--- config.mk ---
export PLATFORM = sky130hd
export DESIGN_NAME = cte_top
export DESIGN_NICKNAME = d
export VERILOG_FILES = /design/src/design/cte_pkg.sv /design/src/design/cte_chan_if.sv /design/src/design/cte_chan.sv /design/src/design/cte_sync.sv /design/src/design/cte_top.sv
export VERILOG_INCLUDE_DIRS = /design/src /design/src/design
export SDC_FILE = /design/constraint.sdc
export NUM_CORES = 1
export LEC_CHECK = 0
export ABC_CLOCK_PERIOD_IN_PS = 4670
export BUFFER_PORTS_ARGS = -buffer_cell sky130_fd_sc_hd__buf_2
export CORE_MARGIN = 2
export CORE_UTILIZATION = 50
export DETAILED_ROUTE_END_ITERATION = 6
export GPL_TIMING_DRIVEN = 0
export PLACE_DENSITY = 0.88
export SYNTH_ARGS = -nofsm -noshare
export SYNTH_HDL_FRONTEND = slang
export SYNTH_SLANG_ARGS = --single-unit
--- constraint.sdc ---
create_clock -name aclk -period 4.67 [get_ports aclk]
set_input_delay 0.467 -clock aclk [delete_from_list [all_inputs] [get_ports aclk]]
set_output_delay 0.467 -clock aclk [all_outputs]
set_load 0.02 [all_outputs]
--- src/design/cte_map.svh ---
// cte_map.svh: register offsets, field positions and reset values
// assumes: included by bare name from the design modules
`ifndef CTE_MAP_SVH
`define CTE_MAP_SVH

// ==========================================================
// register byte offsets on the axi4-lite bus
`define CTE_OFS_CUR_CTRL  8'h00
`define CTE_OFS_EDGE_LOW  8'h04
`define CTE_OFS_EDGE_HIGH 8'h08

// ==========================================================
// current_control_reg fields
`define CTE_RANGE_LSB 0
`define CTE_RANGE_MSB 1
`define CTE_TRIM_LSB  2
`define CTE_TRIM_MSB  7

// ==========================================================
// edge_control_low fields
`define CTE_C1_FLAG_BIT 0
`define CTE_C2_FLAG_BIT 1
`define CTE_C1_SEL_LSB  2
`define CTE_C1_SEL_MSB  3
`define CTE_C1_POL_BIT  4
`define CTE_C2_SEL_LSB  5
`define CTE_C2_SEL_MSB  6
`define CTE_C2_POL_BIT  7

// ==========================================================
// edge_control_high fields
`define CTE_SEQ_EN_BIT 2

// ==========================================================
// reset values
`define CTE_RST_CUR_CTRL  8'h00
`define CTE_RST_EDGE_LOW  8'h00
`define CTE_RST_EDGE_HIGH 8'h00

// ==========================================================
// channel source selector codes
`define CTE_SRC_PIN_ONE 2'h3
`define CTE_SRC_PIN_TWO 2'h2
`define CTE_SRC_CMP_ONE 2'h1
`define CTE_SRC_CMP_TWO 2'h0

`endif

--- src/design/cte_pkg.sv ---
// cte_pkg.sv: shared types of the charge/time edge-control block
// assumes: constants live in cte_map.svh
package cte_pkg;
  // ==========================================================
  // axi4-lite response codes
  typedef enum logic [1:0] {
    CTE_RESP_OKAY   = 2'h0,
    CTE_RESP_SLVERR = 2'h2
  } cte_resp_t;

  // ==========================================================
  // read channel states
  typedef enum logic [0:0] {
    CTE_RD_IDLE = 1'h0,
    CTE_RD_RESP = 1'h1
  } cte_rd_state_t;
endpackage

--- src/design/cte_chan_if.sv ---
// cte_chan_if.sv: carrier between register file and channel logic
// assumes: one clock, all signals on aclk
`timescale 1ns/1ps
`default_nettype none
interface cte_chan_if;
  logic [1:0][1:0] sel;   // per-channel source selector
  logic [1:0]      pol;   // per-channel polarity, 1 = high level
  logic [3:0]      src;   // pin one, pin two, cmp one, cmp two
  logic [1:0]      hit;   // qualified level per channel
  modport cfg  (output sel, output pol, output src, input hit);
  modport chan (input sel, input pol, input src, output hit);
endinterface
`default_nettype wire

--- src/design/cte_chan.sv ---
// cte_chan.sv: source selection and polarity for both edge channels
// assumes: sources already in the aclk domain
`timescale 1ns/1ps
`default_nettype none
`include "cte_map.svh"
module cte_chan (
  // carrier from the register file
  cte_chan_if.chan ch
);
  // ==========================================================
  // one copy per channel; the result is a level, not an edge
  genvar c;
  generate
    for (c = 0; c < 2; c++) begin : g_ch
      wire logic lvl;  // selected raw level
      // selector decode shared by both channels
      assign lvl = (ch.sel[c] == `CTE_SRC_PIN_ONE) ? ch.src[0] :
                   (ch.sel[c] == `CTE_SRC_PIN_TWO) ? ch.src[1] :
                   (ch.sel[c] == `CTE_SRC_CMP_ONE) ? ch.src[2] :
                   ch.src[3];
      // polarity 1 answers a high level, 0 a low level
      assign ch.hit[c] = ch.pol[c] ? lvl : ~lvl;
    end
  endgenerate
endmodule // cte_chan
`default_nettype wire

--- src/design/cte_sync.sv ---
// cte_sync.sv: two-flop synchroniser for pin inputs
// assumes: inputs are asynchronous to aclk
`timescale 1ns/1ps
`default_nettype none
module cte_sync #(
  parameter int W = 2
) (
  // clock and reset
  input  wire logic         aclk,
  input  wire logic         aresetn,
  // asynchronous in, synchronous out
  input  wire logic [W-1:0] async_in,
  output var  logic [W-1:0] sync_out
);
  // ==========================================================
  // per-bit two-stage chain; first stage feeds only the second
  genvar i;
  generate
    for (i = 0; i < W; i++) begin : g_bit
      logic meta_reg;  // first stage, read by second only
      always_ff @(posedge aclk) begin
        if (!aresetn) begin
          meta_reg    <= 1'b0;
          sync_out[i] <= 1'b0;
        end else begin
          meta_reg    <= async_in[i];
          sync_out[i] <= meta_reg;
        end
      end
    end
  endgenerate
endmodule // cte_sync
`default_nettype wire

--- src/design/cte_top.sv ---
// cte_top.sv: edge control and configuration of a charge/time unit
// assumes: axi4-lite master on aclk; edge pins asynchronous;
// compare triggers come from logic on aclk
//
// Our own choices: the register offsets and the AXI4-Lite interface to the registers.
`timescale 1ns/1ps
`default_nettype none
`include "cte_map.svh"
module cte_top #(
  parameter int ADDR_W = 8
) (
  // clock and reset
  input  wire logic                aclk,
  input  wire logic                aresetn,
  // axi4-lite write address
  input  wire logic [ADDR_W-1:0]   s_axi_awaddr,
  input  wire logic                s_axi_awvalid,
  output var  logic                s_axi_awready,
  // axi4-lite write data
  input  wire logic [31:0]         s_axi_wdata,
  input  wire logic [3:0]          s_axi_wstrb,
  input  wire logic                s_axi_wvalid,
  output var  logic                s_axi_wready,
  // axi4-lite write response
  output var  cte_pkg::cte_resp_t  s_axi_bresp,
  output var  logic                s_axi_bvalid,
  input  wire logic                s_axi_bready,
  // axi4-lite read address
  input  wire logic [ADDR_W-1:0]   s_axi_araddr,
  input  wire logic                s_axi_arvalid,
  output var  logic                s_axi_arready,
  // axi4-lite read data
  output var  logic [31:0]         s_axi_rdata,
  output var  cte_pkg::cte_resp_t  s_axi_rresp,
  output var  logic                s_axi_rvalid,
  input  wire logic                s_axi_rready,
  // edge sources
  input  wire logic                edge_pin_one,
  input  wire logic                edge_pin_two,
  input  wire logic                cmp_trig_one,
  input  wire logic                cmp_trig_two,
  // analog-facing controls
  output var  logic [1:0]          current_range,
  output var  logic [5:0]          current_trim,
  output var  logic                cur_src_en,
  // event status mirrors
  output var  logic                chan1_event_flag,
  output var  logic                chan2_event_flag
);
  import cte_pkg::*;

  // ==========================================================
  // register state
  logic [7:0]    cur_ctrl_reg;    // range and trim
  logic [7:0]    edge_low_reg;    // selectors, polarity, flags
  logic [7:0]    edge_high_reg;   // sequence enable
  logic [7:0]    edge_low_next;   // next edge_control_low
  logic          flag1_next;      // next channel 1 flag
  logic          flag2_next;      // next channel 2 flag

  // write channel holding state
  logic              aw_hold_reg;   // address captured
  logic              w_hold_reg;    // data captured
  logic [ADDR_W-1:0] awaddr_reg;    // captured address
  logic [7:0]        wdata_reg;     // captured low byte
  logic              wlane_reg;     // byte lane 0 enabled
  logic              aw_hold_next;  // next address hold
  logic              w_hold_next;   // next data hold
  logic              bvalid_next;   // next response valid

  // read channel state
  cte_rd_state_t     rd_state_reg;  // idle or answering
  cte_rd_state_t     rd_state_next; // next read state

  // ==========================================================
  // pin synchronisers; compare triggers are already on aclk
  logic [1:0] pins_sync;  // synchronised edge pins

  cte_sync #(
    .W (2)
  ) u_sync (
    .aclk     (aclk),
    .aresetn  (aresetn),
    .async_in ({edge_pin_two, edge_pin_one}),
    .sync_out (pins_sync)
  );

  // ==========================================================
  // channel logic over the carrier
  cte_chan_if chan_bus ();

  assign chan_bus.sel[0] =
    edge_low_reg[`CTE_C1_SEL_MSB:`CTE_C1_SEL_LSB];
  assign chan_bus.sel[1] =
    edge_low_reg[`CTE_C2_SEL_MSB:`CTE_C2_SEL_LSB];
  assign chan_bus.pol[0] = edge_low_reg[`CTE_C1_POL_BIT];
  assign chan_bus.pol[1] = edge_low_reg[`CTE_C2_POL_BIT];
  assign chan_bus.src    = {cmp_trig_two, cmp_trig_one, pins_sync};

  cte_chan u_chan (
    .ch (chan_bus.chan)
  );

  // ==========================================================
  // write channel handshakes
  wire logic aw_take;   // address taken this edge
  wire logic w_take;    // data taken this edge
  wire logic wr_fire;   // both halves held, perform write
  wire logic b_done;    // response accepted

  assign aw_take = s_axi_awvalid & s_axi_awready;
  assign w_take  = s_axi_wvalid & s_axi_wready;
  assign wr_fire = aw_hold_reg & w_hold_reg & ~s_axi_bvalid;
  assign b_done  = s_axi_bvalid & s_axi_bready;

  // ==========================================================
  // write address decode
  wire logic wr_cur;   // write to current_control_reg
  wire logic wr_low;   // write to edge_control_low
  wire logic wr_high;  // write to edge_control_high
  wire logic wr_hit;   // mapped address

  assign wr_cur  = wr_fire & wlane_reg &
                   (awaddr_reg == ADDR_W'(`CTE_OFS_CUR_CTRL));
  assign wr_low  = wr_fire & wlane_reg &
                   (awaddr_reg == ADDR_W'(`CTE_OFS_EDGE_LOW));
  assign wr_high = wr_fire & wlane_reg &
                   (awaddr_reg == ADDR_W'(`CTE_OFS_EDGE_HIGH));
  assign wr_hit  = (awaddr_reg == ADDR_W'(`CTE_OFS_CUR_CTRL)) |
                   (awaddr_reg == ADDR_W'(`CTE_OFS_EDGE_LOW)) |
                   (awaddr_reg == ADDR_W'(`CTE_OFS_EDGE_HIGH));

  // ==========================================================
  // write channel next state: holds clear once the write fires
  always_comb begin
    aw_hold_next = aw_hold_reg;
    w_hold_next  = w_hold_reg;
    bvalid_next  = s_axi_bvalid;
    if (wr_fire) begin
      // both halves consumed, answer next cycle
      aw_hold_next = 1'b0;
      w_hold_next  = 1'b0;
      bvalid_next  = 1'b1;
    end else begin
      if (aw_take) begin
        aw_hold_next = 1'b1;
      end
      if (w_take) begin
        w_hold_next = 1'b1;
      end
      if (b_done) begin
        bvalid_next = 1'b0;
      end
    end
  end

  // ==========================================================
  // write channel flops; ready drops while a half is held so a
  // second write cannot overrun the first
  always_ff @(posedge aclk) begin
    if (!aresetn) begin
      aw_hold_reg   <= 1'b0;
      w_hold_reg    <= 1'b0;
      s_axi_awready <= 1'b0;
      s_axi_wready  <= 1'b0;
      s_axi_bvalid  <= 1'b0;
      s_axi_bresp   <= CTE_RESP_OKAY;
    end else begin
      aw_hold_reg   <= aw_hold_next;
      w_hold_reg    <= w_hold_next;
      s_axi_awready <= ~aw_hold_next & ~bvalid_next;
      s_axi_wready  <= ~w_hold_next & ~bvalid_next;
      s_axi_bvalid  <= bvalid_next;
      if (wr_fire) begin
        // unmapped offsets answer with a slave error
        s_axi_bresp <= wr_hit ? CTE_RESP_OKAY : CTE_RESP_SLVERR;
      end
    end
  end

  // captured payload; no reset needed, only read under hold
  always_ff @(posedge aclk) begin
    if (aw_take) begin
      awaddr_reg <= s_axi_awaddr;
    end
    if (w_take) begin
      wdata_reg <= s_axi_wdata[7:0];
      wlane_reg <= s_axi_wstrb[0];
    end
  end

  // ==========================================================
  // channel qualification
  wire logic ch1_resp;  // channel 1 level present
  wire logic ch2_resp;  // channel 2 accepted
  wire logic seq_en;    // sequence mode

  assign seq_en   = edge_high_reg[`CTE_SEQ_EN_BIT];
  assign ch1_resp = chan_bus.hit[0];
  // in sequence mode, channel 2 waits for a recorded channel 1 event
  assign ch2_resp = chan_bus.hit[1] &
                    (~seq_en | edge_low_reg[`CTE_C1_FLAG_BIT]);

  // ==========================================================
  // flag next values: a hardware set wins over a software clear
  // in the same cycle, so no event is lost
  always_comb begin
    flag1_next = edge_low_reg[`CTE_C1_FLAG_BIT];
    flag2_next = edge_low_reg[`CTE_C2_FLAG_BIT];
    if (wr_low) begin
      flag1_next = wdata_reg[`CTE_C1_FLAG_BIT];
      flag2_next = wdata_reg[`CTE_C2_FLAG_BIT];
    end
    // level checked every cycle, so a fresh config that already
    // matches the input sets the flag on the next edge
    flag1_next = flag1_next | ch1_resp;
    flag2_next = flag2_next | ch2_resp;
  end

  // ==========================================================
  // edge_control_low next value
  always_comb begin
    edge_low_next = edge_low_reg;
    if (wr_low) begin
      edge_low_next = wdata_reg;
    end
    edge_low_next[`CTE_C1_FLAG_BIT] = flag1_next;
    edge_low_next[`CTE_C2_FLAG_BIT] = flag2_next;
  end

  // ==========================================================
  // configuration registers
  always_ff @(posedge aclk) begin
    if (!aresetn) begin
      cur_ctrl_reg  <= `CTE_RST_CUR_CTRL;
      edge_low_reg  <= `CTE_RST_EDGE_LOW;
      edge_high_reg <= `CTE_RST_EDGE_HIGH;
    end else begin
      if (wr_cur) begin
        cur_ctrl_reg <= wdata_reg;
      end
      if (wr_high) begin
        // only the sequence bit is kept, the rest read zero
        edge_high_reg <= wdata_reg &
                         (8'h01 << `CTE_SEQ_EN_BIT);
      end
      edge_low_reg <= edge_low_next;
    end
  end

  // ==========================================================
  // current source gate: flag rises mark the two events; a
  // steady channel 1 level does not re-open after channel 2
  wire logic ev1_rise;  // channel 1 flag newly set
  wire logic ev2_rise;  // channel 2 flag newly set

  assign ev1_rise = flag1_next & ~edge_low_reg[`CTE_C1_FLAG_BIT];
  assign ev2_rise = flag2_next & ~edge_low_reg[`CTE_C2_FLAG_BIT];

  always_ff @(posedge aclk) begin
    if (!aresetn) begin
      cur_src_en <= 1'b0;
    end else if (ev2_rise) begin
      // stop wins: charging interval ends at channel 2
      cur_src_en <= 1'b0;
    end else if (ev1_rise) begin
      cur_src_en <= 1'b1;
    end
  end

  // ==========================================================
  // analog controls and status mirrors, all from flops
  always_ff @(posedge aclk) begin
    if (!aresetn) begin
      current_range    <= 2'h0;
      current_trim     <= 6'h00;
      chan1_event_flag <= 1'b0;
      chan2_event_flag <= 1'b0;
    end else begin
      current_range <=
        cur_ctrl_reg[`CTE_RANGE_MSB:`CTE_RANGE_LSB];
      current_trim <=
        cur_ctrl_reg[`CTE_TRIM_MSB:`CTE_TRIM_LSB];
      chan1_event_flag <= edge_low_reg[`CTE_C1_FLAG_BIT];
      chan2_event_flag <= edge_low_reg[`CTE_C2_FLAG_BIT];
    end
  end

  // ==========================================================
  // read address decode
  wire logic        rd_take;  // read address taken
  wire logic        rd_hit;   // mapped read address
  wire logic [7:0]  rd_byte;  // selected register

  assign rd_take = s_axi_arvalid & s_axi_arready;
  assign rd_hit  = (s_axi_araddr == ADDR_W'(`CTE_OFS_CUR_CTRL)) |
                   (s_axi_araddr == ADDR_W'(`CTE_OFS_EDGE_LOW)) |
                   (s_axi_araddr == ADDR_W'(`CTE_OFS_EDGE_HIGH));
  assign rd_byte =
    (s_axi_araddr == ADDR_W'(`CTE_OFS_CUR_CTRL))  ? cur_ctrl_reg :
    (s_axi_araddr == ADDR_W'(`CTE_OFS_EDGE_LOW))  ? edge_low_reg :
    (s_axi_araddr == ADDR_W'(`CTE_OFS_EDGE_HIGH)) ? edge_high_reg :
    8'h00;

  // ==========================================================
  // read state machine: one read under way at a time
  always_comb begin
    case (rd_state_reg)
      CTE_RD_IDLE: begin
        rd_state_next = rd_take ? CTE_RD_RESP : CTE_RD_IDLE;
      end
      CTE_RD_RESP: begin
        rd_state_next = s_axi_rready ? CTE_RD_IDLE : CTE_RD_RESP;
      end
      default: begin
        rd_state_next = CTE_RD_IDLE;
      end
    endcase
  end

  // read channel flops; data is a snapshot at the address edge
  always_ff @(posedge aclk) begin
    if (!aresetn) begin
      rd_state_reg  <= CTE_RD_IDLE;
      s_axi_arready <= 1'b0;
      s_axi_rvalid  <= 1'b0;
      s_axi_rdata   <= 32'h0000_0000;
      s_axi_rresp   <= CTE_RESP_OKAY;
    end else begin
      rd_state_reg  <= rd_state_next;
      s_axi_arready <= (rd_state_next == CTE_RD_IDLE);
      s_axi_rvalid  <= (rd_state_next == CTE_RD_RESP);
      if (rd_take) begin
        // upper bits of every register read as zero
        s_axi_rdata <= {24'h00_0000, rd_byte};
        s_axi_rresp <= rd_hit ? CTE_RESP_OKAY : CTE_RESP_SLVERR;
      end
    end
  end
endmodule // cte_top
`default_nettype wire

==> flow_summary.json <==
{
  "endpoint_kind": "flop",
  "worstPathRequired_ps": 4900,
  "first_pass_iters": 4,
  "largest_net_degree_at_the_start_of_global_routing": 12,
  "postLayoutSetupSlackWorst_ps": 2860,
  "gr-usage-all-layers": 0.179,
  "ys_types": 33,
  "worstSetupStartpointType": "flop",
  "max_cap_viol_count": 0,
  "cts_max_level": 3,
  "ys_top_cells_by_area": "dfxtp_1 (38%), edfxtp_1 (20%), mux2i_1 (10%)",
  "cts_inserted_buffers": 9,
  "floorplan.rows": 26,
  "design.die.area_um2": 5810,
  "post_cts_hold_buffer_count": 0,
  "post_route_cells_drive_above_1_share": 0.322,
  "yosys_warnings": 0,
  "wirelength_um": 4860,
  "setup_tns_ps": 0,
  "fp.coreArea_um2": 5070,
  "family_with_the_most_delay_on_the_worst_path": "simple AND/OR/NAND/NOR gates",
  "timing.hold.worst.class": "input pin to flop",
  "fin_max_slew_vios": 0,
  "drc": 0,
  "via_count_of_the_first_global_routing_pass": 1776,
  "postRouteAntennaNets": 0,
  "period_share": 0.389,
  "post_synthesis_register_bit_count": 66,
  "number_of_antenna_violations_at_the_first_check_in_global_routing": 0,
  "post_cts.resized_instances": 0,
  "switchingPower_w": 0.000260,
  "power.share.switching": 0.239,
  "vias": 1824,
  "crit_buf_inv": 1,
  "finClkSkew_ps": 7.42,
  "diodes": 0,
  "ios": 115,
  "rsz0062_at_grt": "no",
  "grt_pass1_wl_um": 7980,
  "instance_count_of_the_mapped_netlist": 232,
  "vdd.ir_drop.worst_mv": 0.252,
  "cellInternalPower_w": 0.000830,
  "place.detailed.hpwl_um": 3620,
  "synth_area_um2": 2610,
  "synth_top_cell_by_area": "dfxtp_1",
  "synth_commonest_cells": "dfxtp_1 (49), buf_4 (26), mux2i_1 (26)",
  "cts_root_buffer": "clkbuf_8",
  "path_clk_slew_ps": 70,
  "post-route-min-period_ps": 1810,
  "clock_sinks": 66,
  "dpl-instance-area_um2": 3090,
  "cts_buffer_depth": 2,
  "finalPower_w": 0.00109,
  "initial_utilization": 0.514,
  "area.growth.synth_to_final_pct": 24.3,
  "p_leak_nw": 1.59,
  "gp_congestion": 0.826,
  "comb_power_share": 0.091,
  "power.sequential.fraction": 0.564,
  "post_synth_edffs": 17,
  "io_buffers": 60,
  "async_reset_ff_frac": 0,
  "cts_tree": "built",
  "seq_area_um2": 1490,
  "fmaxAchievable_ghz": 0.551,
  "crit_path_cells": "nor4_4, nand4_1, buf_2, or3b_1, o2111a_1",
  "clock_share_of_power": 0.345,
  "power_per_cell_area_nw_per_um2": 336,
  "timing.final.setup_violations": 0,
  "timing.critical_path.slowest_cell_delay_ps": 420,
  "cts.repair_timing.setup_buffer_count": 0,
  "yosysMostFrequentCell": "dfxtp_1",
  "grt-ovfl-total": 0,
  "setup.worst_path.class": "flop to flop",
  "fin_nets": 391,
  "average_detailed_routed_wire_length_per_instance_um": 12.1,
  "max-slew-margin-rel": 0.560,
  "area_of_the_multi_input_gates_um2": 977,
  "skew_pair_late_insertion_delay_ps": 340,
  "tightest_slew_ps": 659,
  "finalHoldWorstSlack_ps": 301,
  "synth_sequential_area_ratio": 0.572,
  "final_design_area_no_fill_um2": 3240,
  "worst_ep_arrival_time_ps": 2040,
  "post_synthesis_area_per_instance_um2": 11.2,
  "netlist.area_leader.share": 0.376,
  "worstPathMaxFanout": 10,
  "detail_route.iter0.violations": 77,
  "postSynth.topFlopCell": "dfxtp_1",
  "die_w_um": 76.2,
  "number_of_fill_cells_in_the_layout": 444,
  "pre_cts_slack_ps": 2740,
  "critical_path.slowest_cell": "edfxtp_1",
  "via_per_inst": 4.54,
  "run_status": "complete, no violations",
  "chipHeight_um": 76.2,
  "final_report_hold_violation_count": 0
}
[area by class of cell]
cell class / count / share of cell area
plain buffers: 33 / 0.0687
clock buffers: 10 / 0.0394
clock inverters: 5 / 0.00733
inverters: 3 / 0.00347
multi-input cells: 155 / 0.301
flip-flops and latches: 66 / 0.460
well taps: 70 / 0.0270
repair buffers: 60 / 0.0926
[layout by cell type (no fill, tap or decap), types with 2 or more instances in the layout]
cell type   n
and3b_1     3
nor3_1      2
nand2_1    13
nand2b_1    2
o21ai_1     7
clkbuf_8    9
mux2i_1    26
and2_1     25
a21oi_1     7
or4_4       2
mux4_2      2
edfxtp_1   17
buf_4      26
dfxtp_1    49
buf_2      61
inv_1       3
o21ai_0     2
conb_1     26
clkbuf_1    7
nand4_1     2
clkinv_2    4
nor2_1     23
[worst register-to-register path, delay by kind of cell (launching register included)]
| kind | cells | cell delay, ps |
|---|---|---|
| buffers and inverters | 1 | 240 |
| AOI/OAI and AO/OA | 1 | 150 |
| DFF | 1 | 420 |
| and+or+nand+nor | 3 | 890 |
[per-stage QoR]
stage	utilization	std cells
after CTS	0.639	402
after floorplan	-	257
after detailed placement	0.609	387
final	0.639	402
after global routing	0.639	402
after global placement	0.609	387
[power by group through the flow]
stage / sequential [W] / clock [W] / combinational [W]
floorplan: 0.000632 / 0 / 0.0000632
global placement: 0.000626 / 0 / 0.0000970
detailed placement: 0.000627 / 0 / 0.0000989
CTS: 0.000614 / 0.000391 / 0.0000992
global route: 0.000616 / 0.000410 / 0.000109
finish: 0.000615 / 0.000376 / 0.0000995
[routing by layer]
layer  share of wire  GRT usage  wire [µm]
met1            0.41      0.195       1980
met3           0.083     0.0746        402
met5               0          0          0
met4           0.013     0.0800         63
met2            0.50      0.305       2420
[worst paths after layout]
| kind | from | to | slack (ps) | cells after the start |
|---|---|---|---|---|
| min | s_axi_wdata[2] | wdata_reg[2] | 300 | 1 |
| min reg2reg | u_sync.g_bit[1].meta_reg | u_sync.sync_out[1] | 440 | 1 |
| max | awaddr_reg[5] | cur_src_en | 2860 | 5 |
| max reg2reg | awaddr_reg[5] | cur_src_en | 2860 | 5 |
[cell families (layout without fill, tap and decap cells)]
logic type / after synthesis / count (layout) / synth area share
and+or+nand+nor: 79 / 79 / 0.170
DFF: 66 / 66 / 0.572
buffers and inverters: 36 / 111 / 0.0897
muxes: 28 / 28 / 0.117
AOI/OAI and AO/OA: 20 / 20 / 0.0432
xor gates and xnor gates: 2 / 2 / 0.00672
other: 1 / 26 / 0.00144
No activity file was read; power rests on OpenSTA's default activity.
